## src/verilog/aiu_pkg.sv

```systemverilog
package aiu_pkg;
    // =========================================================
    // register addresses (A4-A1 word index)
    localparam logic [3:0]  ADDR_MASK_TRIG   = 4'h9;
    localparam logic [3:0]  ADDR_FLAGS_PROG  = 4'ha;
    // =========================================================
    // field positions
    localparam int          SRC_COUNT        = 8;
    localparam int          BIT_WATCHDOG     = 0;
    localparam int          BIT_IPMATCH      = 1;
    localparam int          BIT_FIFOLVL      = 2;
    localparam int          BIT_SHORTCAL     = 3;
    localparam int          BIT_FULLCAL      = 4;
    localparam int          BIT_PAUSE        = 5;
    localparam int          BIT_UNUSED       = 6;
    localparam int          BIT_WAKE         = 7;
    localparam int          TRIG_LSB         = 8;
    localparam int          TRIG_MSB         = 10;
    localparam int          LVL_LSB          = 11;
    localparam int          LVL_MSB          = 15;
    localparam logic [7:0]  SRC_PIN_MASK     = 8'hbf;
    // =========================================================
    // reset values
    localparam logic [15:0] MASK_RST         = 16'h0000;
    localparam logic [7:0]  FLAGS_RST        = 8'h00;
    // =========================================================
    // timing
    localparam int          CLK_PERIOD_NS    = 10;
    localparam int          WAKE_DELAY_MS    = 10;
    localparam int          WAKE_CYCLES      = (WAKE_DELAY_MS * 1000000) / CLK_PERIOD_NS;
    localparam int          WAKE_CNT_W       = 24;
    typedef enum logic [0:0] {
        WAKE_IDLE = 1'b0,
        WAKE_WAIT = 1'b1
    } aiu_wake_type;
endpackage : aiu_pkg

```

## src/verilog/aiu_interrupt_unit.sv

```systemverilog
`timescale 1ns/1ps
// Notes on behaviour
// RULE1 - seven equal-priority sources drive one active-low pin when unmasked.
// RULE2 - each source sets its status flag regardless of its enable bit.
// RULE3 - reading the status register or a device reset clears all flags.
// RULE4 - the host reads the status register after writing the enable register.
// RULE5 - source 0 fires when either of two watchdog comparisons crosses its limit in its selected sense.
// RULE6 - source 1 fires when the instruction pointer reaches the trigger in enable bits 8-10, before execution.
// RULE7 - with trigger 000 the first fetch of instruction 000 does not fire source 1, later ones do.
// RULE8 - interrupts never stop the sequencer.
// RULE9 - source 2 fires when the fifo count equals the nonzero threshold in enable bits 11-15.
// RULE10 - source 3 fires when the short auto-zero completes.
// RULE11 - source 4 fires when full calibration completes.
// RULE12 - source 5 fires when the sequencer reaches a pause instruction.
// RULE13 - source 7 fires about 10 ms after standby is cleared.
// RULE14 - enable and status bits 0-5 and 7 map to sources 0-5 and 7, bit 6 is don't care.
// RULE15 - status bits 8-10 show the instruction pointer and 11-15 the fifo count while running.
// RULE16 - the pin is low when any enabled flag over bits 0-5 and 7 is set.
module aiu_interrupt_unit
#(
    parameter int WAKE_DELAY_CYC = aiu_pkg::WAKE_CYCLES
) (
    input  wire logic        clk,
    input  wire logic        rstn,
    input  wire logic        devReset,
    input  wire logic [3:0]  regAddr,
    input  wire logic        regWr,
    input  wire logic        regRd,
    input  wire logic [15:0] regWdata,
    output logic      [15:0] regRdata,
    input  wire logic        wdCompare,
    input  wire logic        wdLimitSel,
    input  wire logic        wdAbove,
    input  wire logic        wdDirBit,
    input  wire logic        instrFetch,
    input  wire logic [2:0]  instructionPointer,
    input  wire logic        pauseFetch,
    input  wire logic        seqRunning,
    input  wire logic [5:0]  fifoCount,
    input  wire logic        fifoWrite,
    input  wire logic        shortCalDone,
    input  wire logic        fullCalDone,
    input  wire logic        standbyBit,
    output logic             intPin_n,
    output logic             wdLimitHit,
    output logic             wdLimitIdx
);
    import aiu_pkg::*;

    // =========================================================
    // register state
    logic [15:0]             mask_r,     mask_nxt;
    logic                    seenZero_r, seenZero_nxt;
    logic [15:0]             rdata_r,    rdata_nxt;
    logic                    pin_r,      pin_nxt;
    logic                    hit_r,      hit_nxt;
    logic                    idx_r,      idx_nxt;
    logic                    stby_r,     stby_nxt;
    aiu_wake_type            wake_r,     wake_nxt;
    logic [WAKE_CNT_W-1:0]   wcnt_r,     wcnt_nxt;
    logic [7:0]              evt;
    logic [7:0]              flags;
    logic [7:0]              req;
    logic                    statusRead;
    logic                    clrAll;
    logic                    wakeDone;
    logic [2:0]              trig;
    logic [4:0]              lvl;

    assign trig       = mask_r[TRIG_MSB:TRIG_LSB];
    assign lvl        = mask_r[LVL_MSB:LVL_LSB];
    assign statusRead = regRd && (regAddr == ADDR_FLAGS_PROG);
    assign clrAll     = statusRead || devReset;                                     // [RULE3]

    // =========================================================
    // event detection; none of these feed back into the sequencer [RULE8]
    always_comb begin
        evt                = 8'h00;
        evt[BIT_WATCHDOG]  = wdCompare && (wdAbove == wdDirBit);                    // [RULE5]
        evt[BIT_IPMATCH]   = instrFetch && (instructionPointer == trig)
                             && ((trig != 3'h0) || seenZero_r);                     // [RULE6] [RULE7]
        evt[BIT_FIFOLVL]   = fifoWrite && (lvl != 5'h00)
                             && (fifoCount == {1'b0, lvl});                         // [RULE9]
        evt[BIT_SHORTCAL]  = shortCalDone;                                          // [RULE10]
        evt[BIT_FULLCAL]   = fullCalDone;                                           // [RULE11]
        evt[BIT_PAUSE]     = instrFetch && pauseFetch;                              // [RULE12]
        evt[BIT_WAKE]      = wakeDone;                                              // [RULE13]
    end

    // =========================================================
    // sticky flags, set regardless of enable
    genvar g;
    generate
        for (g = 0; g < SRC_COUNT; g++) begin : gFlag
            aiu_flag uFlag (
                .clk     (clk),
                .rstn    (rstn),
                .setEvt  (evt[g] && SRC_PIN_MASK[g]),                               // [RULE2] [RULE14]
                .clrFlag (clrAll),
                .enable  (mask_r[g] && SRC_PIN_MASK[g]),                            // [RULE14]
                .flag    (flags[g]),
                .request (req[g])
            );
        end
    endgenerate

    // =========================================================
    // standby wake timer
    assign wakeDone = (wake_r == WAKE_WAIT) && (wcnt_r == WAKE_CNT_W'(WAKE_DELAY_CYC - 1));

    always_comb begin
        wake_nxt = wake_r;
        wcnt_nxt = wcnt_r;
        stby_nxt = standbyBit;
        case (wake_r)
            WAKE_IDLE: begin
                if (stby_r && !standbyBit) begin                                    // [RULE13]
                    wake_nxt = WAKE_WAIT;
                    wcnt_nxt = '0;
                end
            end
            WAKE_WAIT: begin
                if (standbyBit || wakeDone) begin
                    wake_nxt = WAKE_IDLE;
                end else begin
                    wcnt_nxt = wcnt_r + 1'b1;
                end
            end
            default: wake_nxt = WAKE_IDLE;
        endcase
    end

    // =========================================================
    // registers, read path, pin
    always_comb begin
        mask_nxt     = mask_r;
        seenZero_nxt = seenZero_r;
        rdata_nxt    = rdata_r;
        hit_nxt      = 1'b0;
        idx_nxt      = idx_r;
        if (regWr && (regAddr == ADDR_MASK_TRIG)) begin
            mask_nxt = regWdata;
        end
        if (devReset) begin
            seenZero_nxt = 1'b0;
        end else if (instrFetch && (instructionPointer == 3'h0)) begin
            seenZero_nxt = 1'b1;                                                    // [RULE7]
        end
        if (evt[BIT_WATCHDOG]) begin
            hit_nxt = 1'b1;
            idx_nxt = wdLimitSel;                                                   // [RULE5]
        end
        if (regRd) begin
            case (regAddr)
                ADDR_MASK_TRIG:  rdata_nxt = mask_r;
                ADDR_FLAGS_PROG: rdata_nxt = seqRunning ?
                                     {fifoCount[4:0], instructionPointer, flags} :  // [RULE15]
                                     {8'h00, flags};
                default:         rdata_nxt = 16'h0000;
            endcase
        end
        pin_nxt = ~|req;                                                            // [RULE1] [RULE16]
    end

    always_ff @(posedge clk) begin
        if (!rstn) begin
            mask_r     <= MASK_RST;
            seenZero_r <= 1'b0;
            rdata_r    <= 16'h0000;
            pin_r      <= 1'b1;
            hit_r      <= 1'b0;
            idx_r      <= 1'b0;
            stby_r     <= 1'b0;
            wake_r     <= WAKE_IDLE;
            wcnt_r     <= '0;
        end else begin
            mask_r     <= mask_nxt;
            seenZero_r <= seenZero_nxt;
            rdata_r    <= rdata_nxt;
            pin_r      <= pin_nxt;
            hit_r      <= hit_nxt;
            idx_r      <= idx_nxt;
            stby_r     <= stby_nxt;
            wake_r     <= wake_nxt;
            wcnt_r     <= wcnt_nxt;
        end
    end

    assign regRdata   = rdata_r;
    assign intPin_n   = pin_r;
    assign wdLimitHit = hit_r;
    assign wdLimitIdx = idx_r;

    // =========================================================
    // assertion helper: cycles since standby went low
    logic [WAKE_CNT_W-1:0]   lowCnt_r,   lowCnt_nxt;

    always_comb begin
        lowCnt_nxt = lowCnt_r;
        if (standbyBit) begin
            lowCnt_nxt = '0;
        end else if (lowCnt_r != '1) begin
            lowCnt_nxt = lowCnt_r + 1'b1;
        end
    end

    always_ff @(posedge clk) begin
        if (!rstn) begin
            lowCnt_r <= '0;
        end else begin
            lowCnt_r <= lowCnt_nxt;
        end
    end
endmodule : aiu_interrupt_unit

```

## src/verilog/aiu_flag.sv

```systemverilog
`timescale 1ns/1ps
// =========================================================
// one sticky status flag with gated pin request
module aiu_flag (
    input  wire logic clk,
    input  wire logic rstn,
    input  wire logic setEvt,
    input  wire logic clrFlag,
    input  wire logic enable,
    output logic      flag,
    output logic      request
);
    logic flag_r;
    logic flag_nxt;

    always_comb begin
        flag_nxt = flag_r;
        if (clrFlag) begin
            flag_nxt = 1'b0;
        end
        if (setEvt) begin
            flag_nxt = 1'b1;
        end
    end

    always_ff @(posedge clk) begin
        if (!rstn) begin
            flag_r <= 1'b0;
        end else begin
            flag_r <= flag_nxt;
        end
    end

    assign flag    = flag_r;
    assign request = flag_r & enable;
endmodule : aiu_flag

```

## config.mk

```make
export PLATFORM = sky130hd
export DESIGN_NAME = aiu_interrupt_unit
export DESIGN_NICKNAME = d
export VERILOG_FILES = /design/src/verilog/aiu_pkg.sv /design/src/verilog/aiu_interrupt_unit.sv /design/src/verilog/aiu_flag.sv
export SDC_FILE = /design/constraint.sdc
export NUM_CORES = 1
export LEC_CHECK = 0
export BUFFER_PORTS_ARGS = -buffer_cell sky130_fd_sc_hd__buf_2
export CORE_MARGIN = 2
export CORE_UTILIZATION = 48
export CTS_CLUSTER_DIAMETER = 30
export DETAILED_ROUTE_END_ITERATION = 16
export PLACE_DENSITY_LB_ADDON = 0.08
export SETUP_SLACK_MARGIN = 0.2
export SYNTH_ARGS = -nofsm -noshare
export SYNTH_HDL_FRONTEND = slang
export SYNTH_HIERARCHICAL = 1
export SYNTH_SLANG_ARGS = --single-unit
```

## constraint.sdc

```tcl
create_clock -name clk -period 2.3 [get_ports clk]
set_clock_uncertainty 0.05 [all_clocks]
set_input_delay 0.115 -clock clk [delete_from_list [all_inputs] [get_ports clk]]
set_output_delay 0.115 -clock clk [all_outputs]
set_load 0.02 [all_outputs]
```

==> impl_metrics.tcl, run 1 <==
set metrics [dict create \
    dp_hpwl_um 5210 \
    ioPinCount 64 \
    cp.required_ns 2.52 \
    drt_wl_total_um 7850 \
    syn_area_per_cell_um2 9.37 \
    track_usage_pct 21.4 \
    start_util_pct 48.9 \
    register_area_um2 1400 \
    place_congestion 0.841 \
    fin_crit_sh_pct 83.9 \
    critPathTopFamily "simple AND/OR/NAND/NOR gates" \
    setup_viol 0 \
    drc 0 \
    maxCapViolations 0 \
    place.port_buffers 63 \
    ys_async_sr_fraction_pct 0 \
    tritoncts "done" \
    crit_path_max_incr_delay_ns 0.49 \
    worst-setup-path-type "reg2reg" \
    route.detailed.vias_per_inst 5.56 \
    timing.critical_path.slowest_stage_cell "sky130_fd_sc_hd__or4_1" \
    outcome "complete, no violations" \
    timing.final.max_slew_violations 0 \
    power.switching_uw 577 \
    clkSinkCount 70 \
    number_of_buffers_on_the_longest_clock_path 2 \
    detailedPlace.worstSlack_ns 0.390 \
    floorplan.die_area_um2 7490 \
    chipHeight_um 86.5 \
    detailroute.via_count 2952 \
    multi_input_comb_area_um2 1780 \
    layout.nets 492 \
    worst-path-buf-inv 0 \
    post_synth_instance_area_um2 3270 \
    post_drt_wl_per_cell_um 14.8 \
    ys_seq_elements 70 \
    worst_slack_ns 0.370 \
    power.density_cell_area_nw_per_um2 609 \
    antenna_found_initial 0 \
    report.final.hold_viol_count 0 \
    rsz_0062_raised_after_global_routing "false" \
    dr.pass1.iters 6 \
    worst_skew_pair_later_pin_latency_ns 0.33 \
    netSwitchingFraction_pct 22.6 \
    globalRoute.totalOverflow 0 \
    worst_ir_drop_vdd_v 0.000345 \
    yosysSeqAreaShare_pct 42.9 \
    final_antenna_violating_net_count 0 \
    combinationalPowerShare_pct 8.2 \
    distinct_cell_type_count_after_synthesis 59 \
    tritoncts.num_buffers 9 \
    timing.critical_path.to_type "register" \
    power.share.sequential_pct 48.5 \
    grt_start_max_net_pins 38 \
    flow.area_growth_from_synthesis_pct 28.1 \
    drt_iter0_drc 183 \
    power.internal_uw 1980 \
    power.share.clock_pct 43.3 \
    h-tree-depth 3 \
    core-area_um2 6680 \
    width_of_the_chip_um 86.5 \
    n_antenna_cell 0 \
    clkSlewWorstSetupHoldPaths_ns 0.07 \
    setup_tns_final_ns 0 \
    worstMarginPinSlew_ns 0.551 \
    period_minus_slack_ns 1.93 \
    crit_fanout 8 \
    grt_pass1_vias 2721 \
    worstPathArrival_ns 2.15 \
    critical_path.startpoint_type "register" \
    fillCellCount 591 \
    placementRows 30 \
    clock.fmax_ghz 0.518 \
    grt_pass1_wl_um 12600 \
    power.static_leakage_uw 0.00181 \
    number_of_enable_type_register_cells_in_the_synthesized_netlist 0 \
    dominantRegCellSynth "sky130_fd_sc_hd__dfxtp_1" \
    max-slew-margin-rel_pct 63.2 \
    hold_class "in2reg" \
    netlist_instances 349 \
    synth.yosys.warnings 6 \
    layout-drive-gt1-share_pct 26.2 \
    root_buffer "sky130_fd_sc_hd__clkbuf_8" \
    critical_path.cell_chain "nand4_1 > nor4_4 > nand2_2 > or4_1 > a21oi_1" \
]
[cell usage after synthesis (2+ instances only)]
cell | count | share of area, %
sky130_fd_sc_hd__xnor2_1 | 7 | 1.9
sky130_fd_sc_hd__nand2_1 | 21 | 2.4
sky130_fd_sc_hd__inv_1 | 7 | 0.80
sky130_fd_sc_hd__nor3_1 | 3 | 0.46
sky130_fd_sc_hd__and2_2 | 8 | 1.8
sky130_fd_sc_hd__xor2_1 | 7 | 1.9
sky130_fd_sc_hd__nand3_1 | 8 | 1.2
sky130_fd_sc_hd__nor4_1 | 4 | 0.77
sky130_fd_sc_hd__nor4b_2 | 2 | 0.92
sky130_fd_sc_hd__o22ai_1 | 2 | 0.38
sky130_fd_sc_hd__nand4b_1 | 2 | 0.54
sky130_fd_sc_hd__a21oi_1 | 14 | 2.1
sky130_fd_sc_hd__o211ai_1 | 5 | 1.1
sky130_fd_sc_hd__nor4b_1 | 2 | 0.54
sky130_fd_sc_hd__o21ai_0 | 5 | 0.77
sky130_fd_sc_hd__and2_1 | 4 | 0.77
sky130_fd_sc_hd__o31ai_1 | 4 | 0.92
sky130_fd_sc_hd__o2111ai_1 | 4 | 1.1
sky130_fd_sc_hd__clkbuf_1 | 10 | 1.1
sky130_fd_sc_hd__nor3b_1 | 3 | 0.69
sky130_fd_sc_hd__a222oi_1 | 16 | 4.9
sky130_fd_sc_hd__nor2_1 | 50 | 5.7
sky130_fd_sc_hd__nand4_1 | 3 | 0.57
sky130_fd_sc_hd__o21ai_1 | 5 | 0.77
sky130_fd_sc_hd__nor2b_4 | 8 | 3.4
sky130_fd_sc_hd__a21o_1 | 2 | 0.46
sky130_fd_sc_hd__or4_1 | 10 | 2.3
sky130_fd_sc_hd__dfxtp_1 | 70 | 43
sky130_fd_sc_hd__or3_1 | 4 | 0.77
sky130_fd_sc_hd__and3_1 | 6 | 1.1
sky130_fd_sc_hd__a41oi_1 | 2 | 0.54
sky130_fd_sc_hd__o21a_1 | 9 | 2.1
sky130_fd_sc_hd__mux2i_1 | 16 | 4.9
[routing by layer]
| metal | part of all wire (%) | GRT usage (%) |
|---|---|---|
| met1 | 47 | 28.9 |
| met2 | 45 | 32.5 |
| met3 | 6.4 | 4.95 |
| met4 | 1.9 | 9.52 |
| met5 | 0 | 0 |
[flip-flops by register name, indices dropped and copies added (netlist names), 8 cells and up]
name / flops
mask_r: 16
wcnt_r: 24
regRdata: 16
gFlag.uFlag/flag: 8
[worst reg2reg max path, stage by stage (launching register included)]
cell	delay, ns
sky130_fd_sc_hd__dfxtp_1	0.45
sky130_fd_sc_hd__nand4_1	0.21
sky130_fd_sc_hd__nor4_4	0.36
sky130_fd_sc_hd__nand2_2	0.17
sky130_fd_sc_hd__or4_1	0.49
sky130_fd_sc_hd__a21oi_1	0.15
[layout by cell type, fill, tap and decap left out, types with 7 or more instances in the layout]
master	instances
sky130_fd_sc_hd__inv_1	7
sky130_fd_sc_hd__xnor2_1	7
sky130_fd_sc_hd__a222oi_1	16
sky130_fd_sc_hd__a21oi_1	14
sky130_fd_sc_hd__and2_2	8
sky130_fd_sc_hd__nor2_1	50
sky130_fd_sc_hd__buf_2	63
sky130_fd_sc_hd__dfxtp_1	70
sky130_fd_sc_hd__buf_4	11
sky130_fd_sc_hd__xor2_1	7
sky130_fd_sc_hd__nand2_1	21
sky130_fd_sc_hd__mux2i_1	16
sky130_fd_sc_hd__nor2b_4	8
sky130_fd_sc_hd__nand3_1	8
sky130_fd_sc_hd__or4_1	10
sky130_fd_sc_hd__clkbuf_8	10
sky130_fd_sc_hd__o21a_1	9
sky130_fd_sc_hd__dlygate4sd3_1	26
[cells by family after synthesis]
group	Yosys count	synth area share [%]
mux	16	4.90
xor+xnor	14	3.75
fa+ha+maj	1	0.383
flops	70	42.9
simple gates	150	28.0
other cells	1	0.115
compound gates	75	17.1
buf+inv	22	2.95
[power groups by stage]
stage	Sequential [µW]	Clock [µW]	Combinational (µW)
6_report	1240	1110	208
2_1_floorplan	1270	0	95.1
5_1_grt	1240	1180	228
4_1_cts	1240	1130	208
3_3_place_gp	1270	0	172
3_5_place_dp	1270	0	173
[what timing repair did]
| item | CTS | global route |
|---|---|---|
| setup endpoints to repair | 0 | 7 |
| endpoints found under the hold margin | 26 | 0 |
| gates resized for setup | 0 | 0 |
| hold buffers | 26 | 0 |
| setup buffers | 0 | 1 |
[worst paths after layout]
check | slack [ns] | from | to | cells past startpoint
worst max-delay path | 0.37 | wcnt_r[5] | wcnt_r[19] | 5
worst min-delay path | 0.02 | fifoCount[0] | regRdata[11] | 3
worst max register to register | 0.37 | wcnt_r[5] | wcnt_r[19] | 5
worst min register to register | 0.41 | wdLimitIdx | wdLimitIdx | 2
[area by class of cell]
cell class                      count  area share [%]
Sequential cell                    70            33.5
Inverter                            7           0.627
Tap cell                           80            2.39
Clock inverter                      5            1.94
Multi-Input combinational cell    258            42.5
Clock buffer                       11            3.38
Timing Repair Buffer              100            15.7
[per-stage QoR]
step / util [%] / instance area (µm²) / power [µW] / cells / hold WS [ns]
finish: 62.7 / 4190 / 2550 / 531 / 0.0201
global route: 62.7 / 4190 / 2650 / 531 / 0.0385
CTS: 62.6 / 4180 / 2580 / 530 / 0.00811
detailed placement: 55.4 / 3700 / 1440 / 488 / 0.274
global placement: 55.4 / 3700 / 1440 / 488 / 0.272
floorplan: - / 3270 / 1360 / 350 / 0.144
Power figures use the tool's default switching activity.
==> run 2: changes to the inputs <==
Clock period 2.3 ns to 1.9 ns, I/O delays scaled along.
==> impl_metrics.tcl, run 2 (same netlist as run 1, synthesis figures left out) <==
set metrics [dict create \
    place_congestion 0.914 \
    place.detailed.instances 505 \
    report.final.hold_viol_count 0 \
    power.static_leakage_uw 0.00197 \
    detailedPlace.worstSlack_ns 0.0535 \
    place.port_buffers 63 \
    timing.rr.end "wcnt_r[11]" \
    clkSlewWorstSetupHoldPaths_ns 0.07 \
    timing.critical_path.slowest_stage_cell "sky130_fd_sc_hd__dfxtp_2" \
    rsz_0062_raised_after_global_routing "true" \
    worstMarginPinSlew_ns 0.564 \
    hold_path_end "regRdata[15]" \
    period_minus_slack_ns 1.75 \
    clkSinkCount 70 \
    drt_iter0_drc 217 \
    worst_skew_pair_later_pin_latency_ns 0.34 \
    hold_class "in2reg" \
    outcome "complete, no violations" \
    fin_crit_sh_pct 92.2 \
    worstPathArrival_ns 1.97 \
    grt_start_max_net_pins 34 \
    timing.critical_path.to_type "register" \
    floorplan.die_area_um2 7490 \
    globalRoute.totalOverflow 0 \
    drt_wl_total_um 8470 \
    post_drt_wl_per_cell_um 15.1 \
    worst-path-buf-inv 1 \
    core-area_um2 6680 \
    antenna_found_initial 0 \
    critical_path.startpoint_type "register" \
    layout.nets 522 \
    setup_tns_final_ns 0 \
    placementRows 30 \
    layout-drive-gt1-share_pct 34.9 \
    root_buffer "sky130_fd_sc_hd__clkbuf_8" \
    clock.fmax_ghz 0.571 \
    final_cell_count_no_fill 561 \
    regToRegStartpoint "wcnt_r[13]" \
    hold_depth 3 \
    number_of_buffers_on_the_longest_clock_path 2 \
    grt_pass1_wl_um 13100 \
    grt_pass1_vias 2774 \
    cp.required_ns 2.12 \
    n_antenna_cell 0 \
    width_of_the_chip_um 86.5 \
    drc 0 \
    chipHeight_um 86.5 \
    max-slew-margin-rel_pct 62.3 \
    crit_fanout 8 \
    layout_commonest_cell "sky130_fd_sc_hd__buf_2" \
    worst-r2r-cell-count 6 \
    ioPinCount 64 \
    crit_path_max_incr_delay_ns 0.36 \
    worst-r2r-setup-slack_ns 0.15 \
    power.density_cell_area_nw_per_um2 657 \
    timing.final.max_slew_violations 0 \
    detailroute.via_count 3122 \
    track_usage_pct 22.0 \
    h-tree-depth 3 \
    registers.top_by_ff_count "wcnt_r" \
    start_util_pct 48.9 \
    critPathTopFamily "simple AND/OR/NAND/NOR gates" \
    launch_point_of_the_worst_hold_path "fifoCount[4]" \
    critical_path.cell_chain "nor4b_4 > nand4_4 > o21ai_4 > buf_6 > o21ai_0 > a21oi_2" \
    flow.area_growth_from_synthesis_pct 40.3 \
    layout.cells.most_common_list "63 x sky130_fd_sc_hd__buf_2, 58 x sky130_fd_sc_hd__dfxtp_1, 49 x sky130_fd_sc_hd__nor2_1" \
    worst-setup-path-type "reg2reg" \
    worst_ir_drop_vdd_v 0.000542 \
    worst_slack_ns 0.148 \
    maxCapViolations 0 \
    final_antenna_violating_net_count 0 \
    tritoncts.num_buffers 9 \
    route.detailed.vias_per_inst 5.57 \
    tritoncts "done" \
    dr.pass1.iters 8 \
    setup_viol 0 \
    dp_hpwl_um 5470 \
    largest_register_ffs 24 \
]
-- run 2: repair_timing --
item,in CTS,in global routing
cloned,0,2
buffers inserted,6,0
resized for setup,19,27
hold endpoints to repair,29,0
setup endpoints to repair,24,24
pin swaps,15,13
hold buffers,32,0
-- run 2: how the worst max path moves through the flow --
stage          startpoint         end  slack (ns)  cells past startpoint
5_1_grt        wcnt_r[13]  wcnt_r[23]        0.08                      6
6_report       wcnt_r[13]  wcnt_r[11]        0.15                      6
4_1_cts         wcnt_r[1]  wcnt_r[17]        0.14                      6
2_1_floorplan   wcnt_r[2]  wcnt_r[17]        0.20                      5
3_5_place_dp    wcnt_r[8]   wcnt_r[8]        0.05                      6
3_3_place_gp    wcnt_r[8]   wcnt_r[5]        0.08                      6
-- run 2: metal layers --
metal  wire [µm]  global-route usage (%)  share of wire [%]  up-vias
met1        4060                    29.5                 48     1490
met3         363                    6.95                4.3       10
met4          82                    5.26               0.97        0
li1            -                       -                  -     1544
met5           0                       0                  0        -
met2        3960                    34.8                 47       78
-- run 2: metrics by stage --
stage / instance area (µm²) / util, % / hold slack [ns] / total power, µW
2_1_floorplan: 3270 / - / 0.124 / 1650
3_3_place_gp: 3840 / 57.5 / 0.245 / 1750
3_5_place_dp: 3840 / 57.5 / 0.249 / 1760
4_1_cts: 4460 / 66.8 / 0.00610 / 3040
5_1_grt: 4590 / 68.7 / 0.0454 / 3140
6_report: 4590 / 68.7 / 0.0198 / 3010
-- run 2: final cells by class --
type                       instances  area, µm²
inverter                           7       26.3
tap                               80        100
sequential                        70       1420
clock inverter                     3       42.5
clock buffer                      13        159
multi-input combinational        258       1910
fill                             518       2090
timing repair buffer             130        930
-- run 2: worst register-to-register path, cell delays in order (launching register included) --
cell	delay, ns
sky130_fd_sc_hd__dfxtp_2	0.36
sky130_fd_sc_hd__nor4b_4	0.36
sky130_fd_sc_hd__nand4_4	0.22
sky130_fd_sc_hd__o21ai_4	0.27
sky130_fd_sc_hd__buf_6	0.15
sky130_fd_sc_hd__o21ai_0	0.11
sky130_fd_sc_hd__a21oi_2	0.16
-- run 2: where the power goes --
part / internal, µW / switching (µW) / total (µW)
Combinational: 155 / 133 / 288
Clock: 677 / 552 / 1230
Sequential: 1480 / 13.9 / 1500
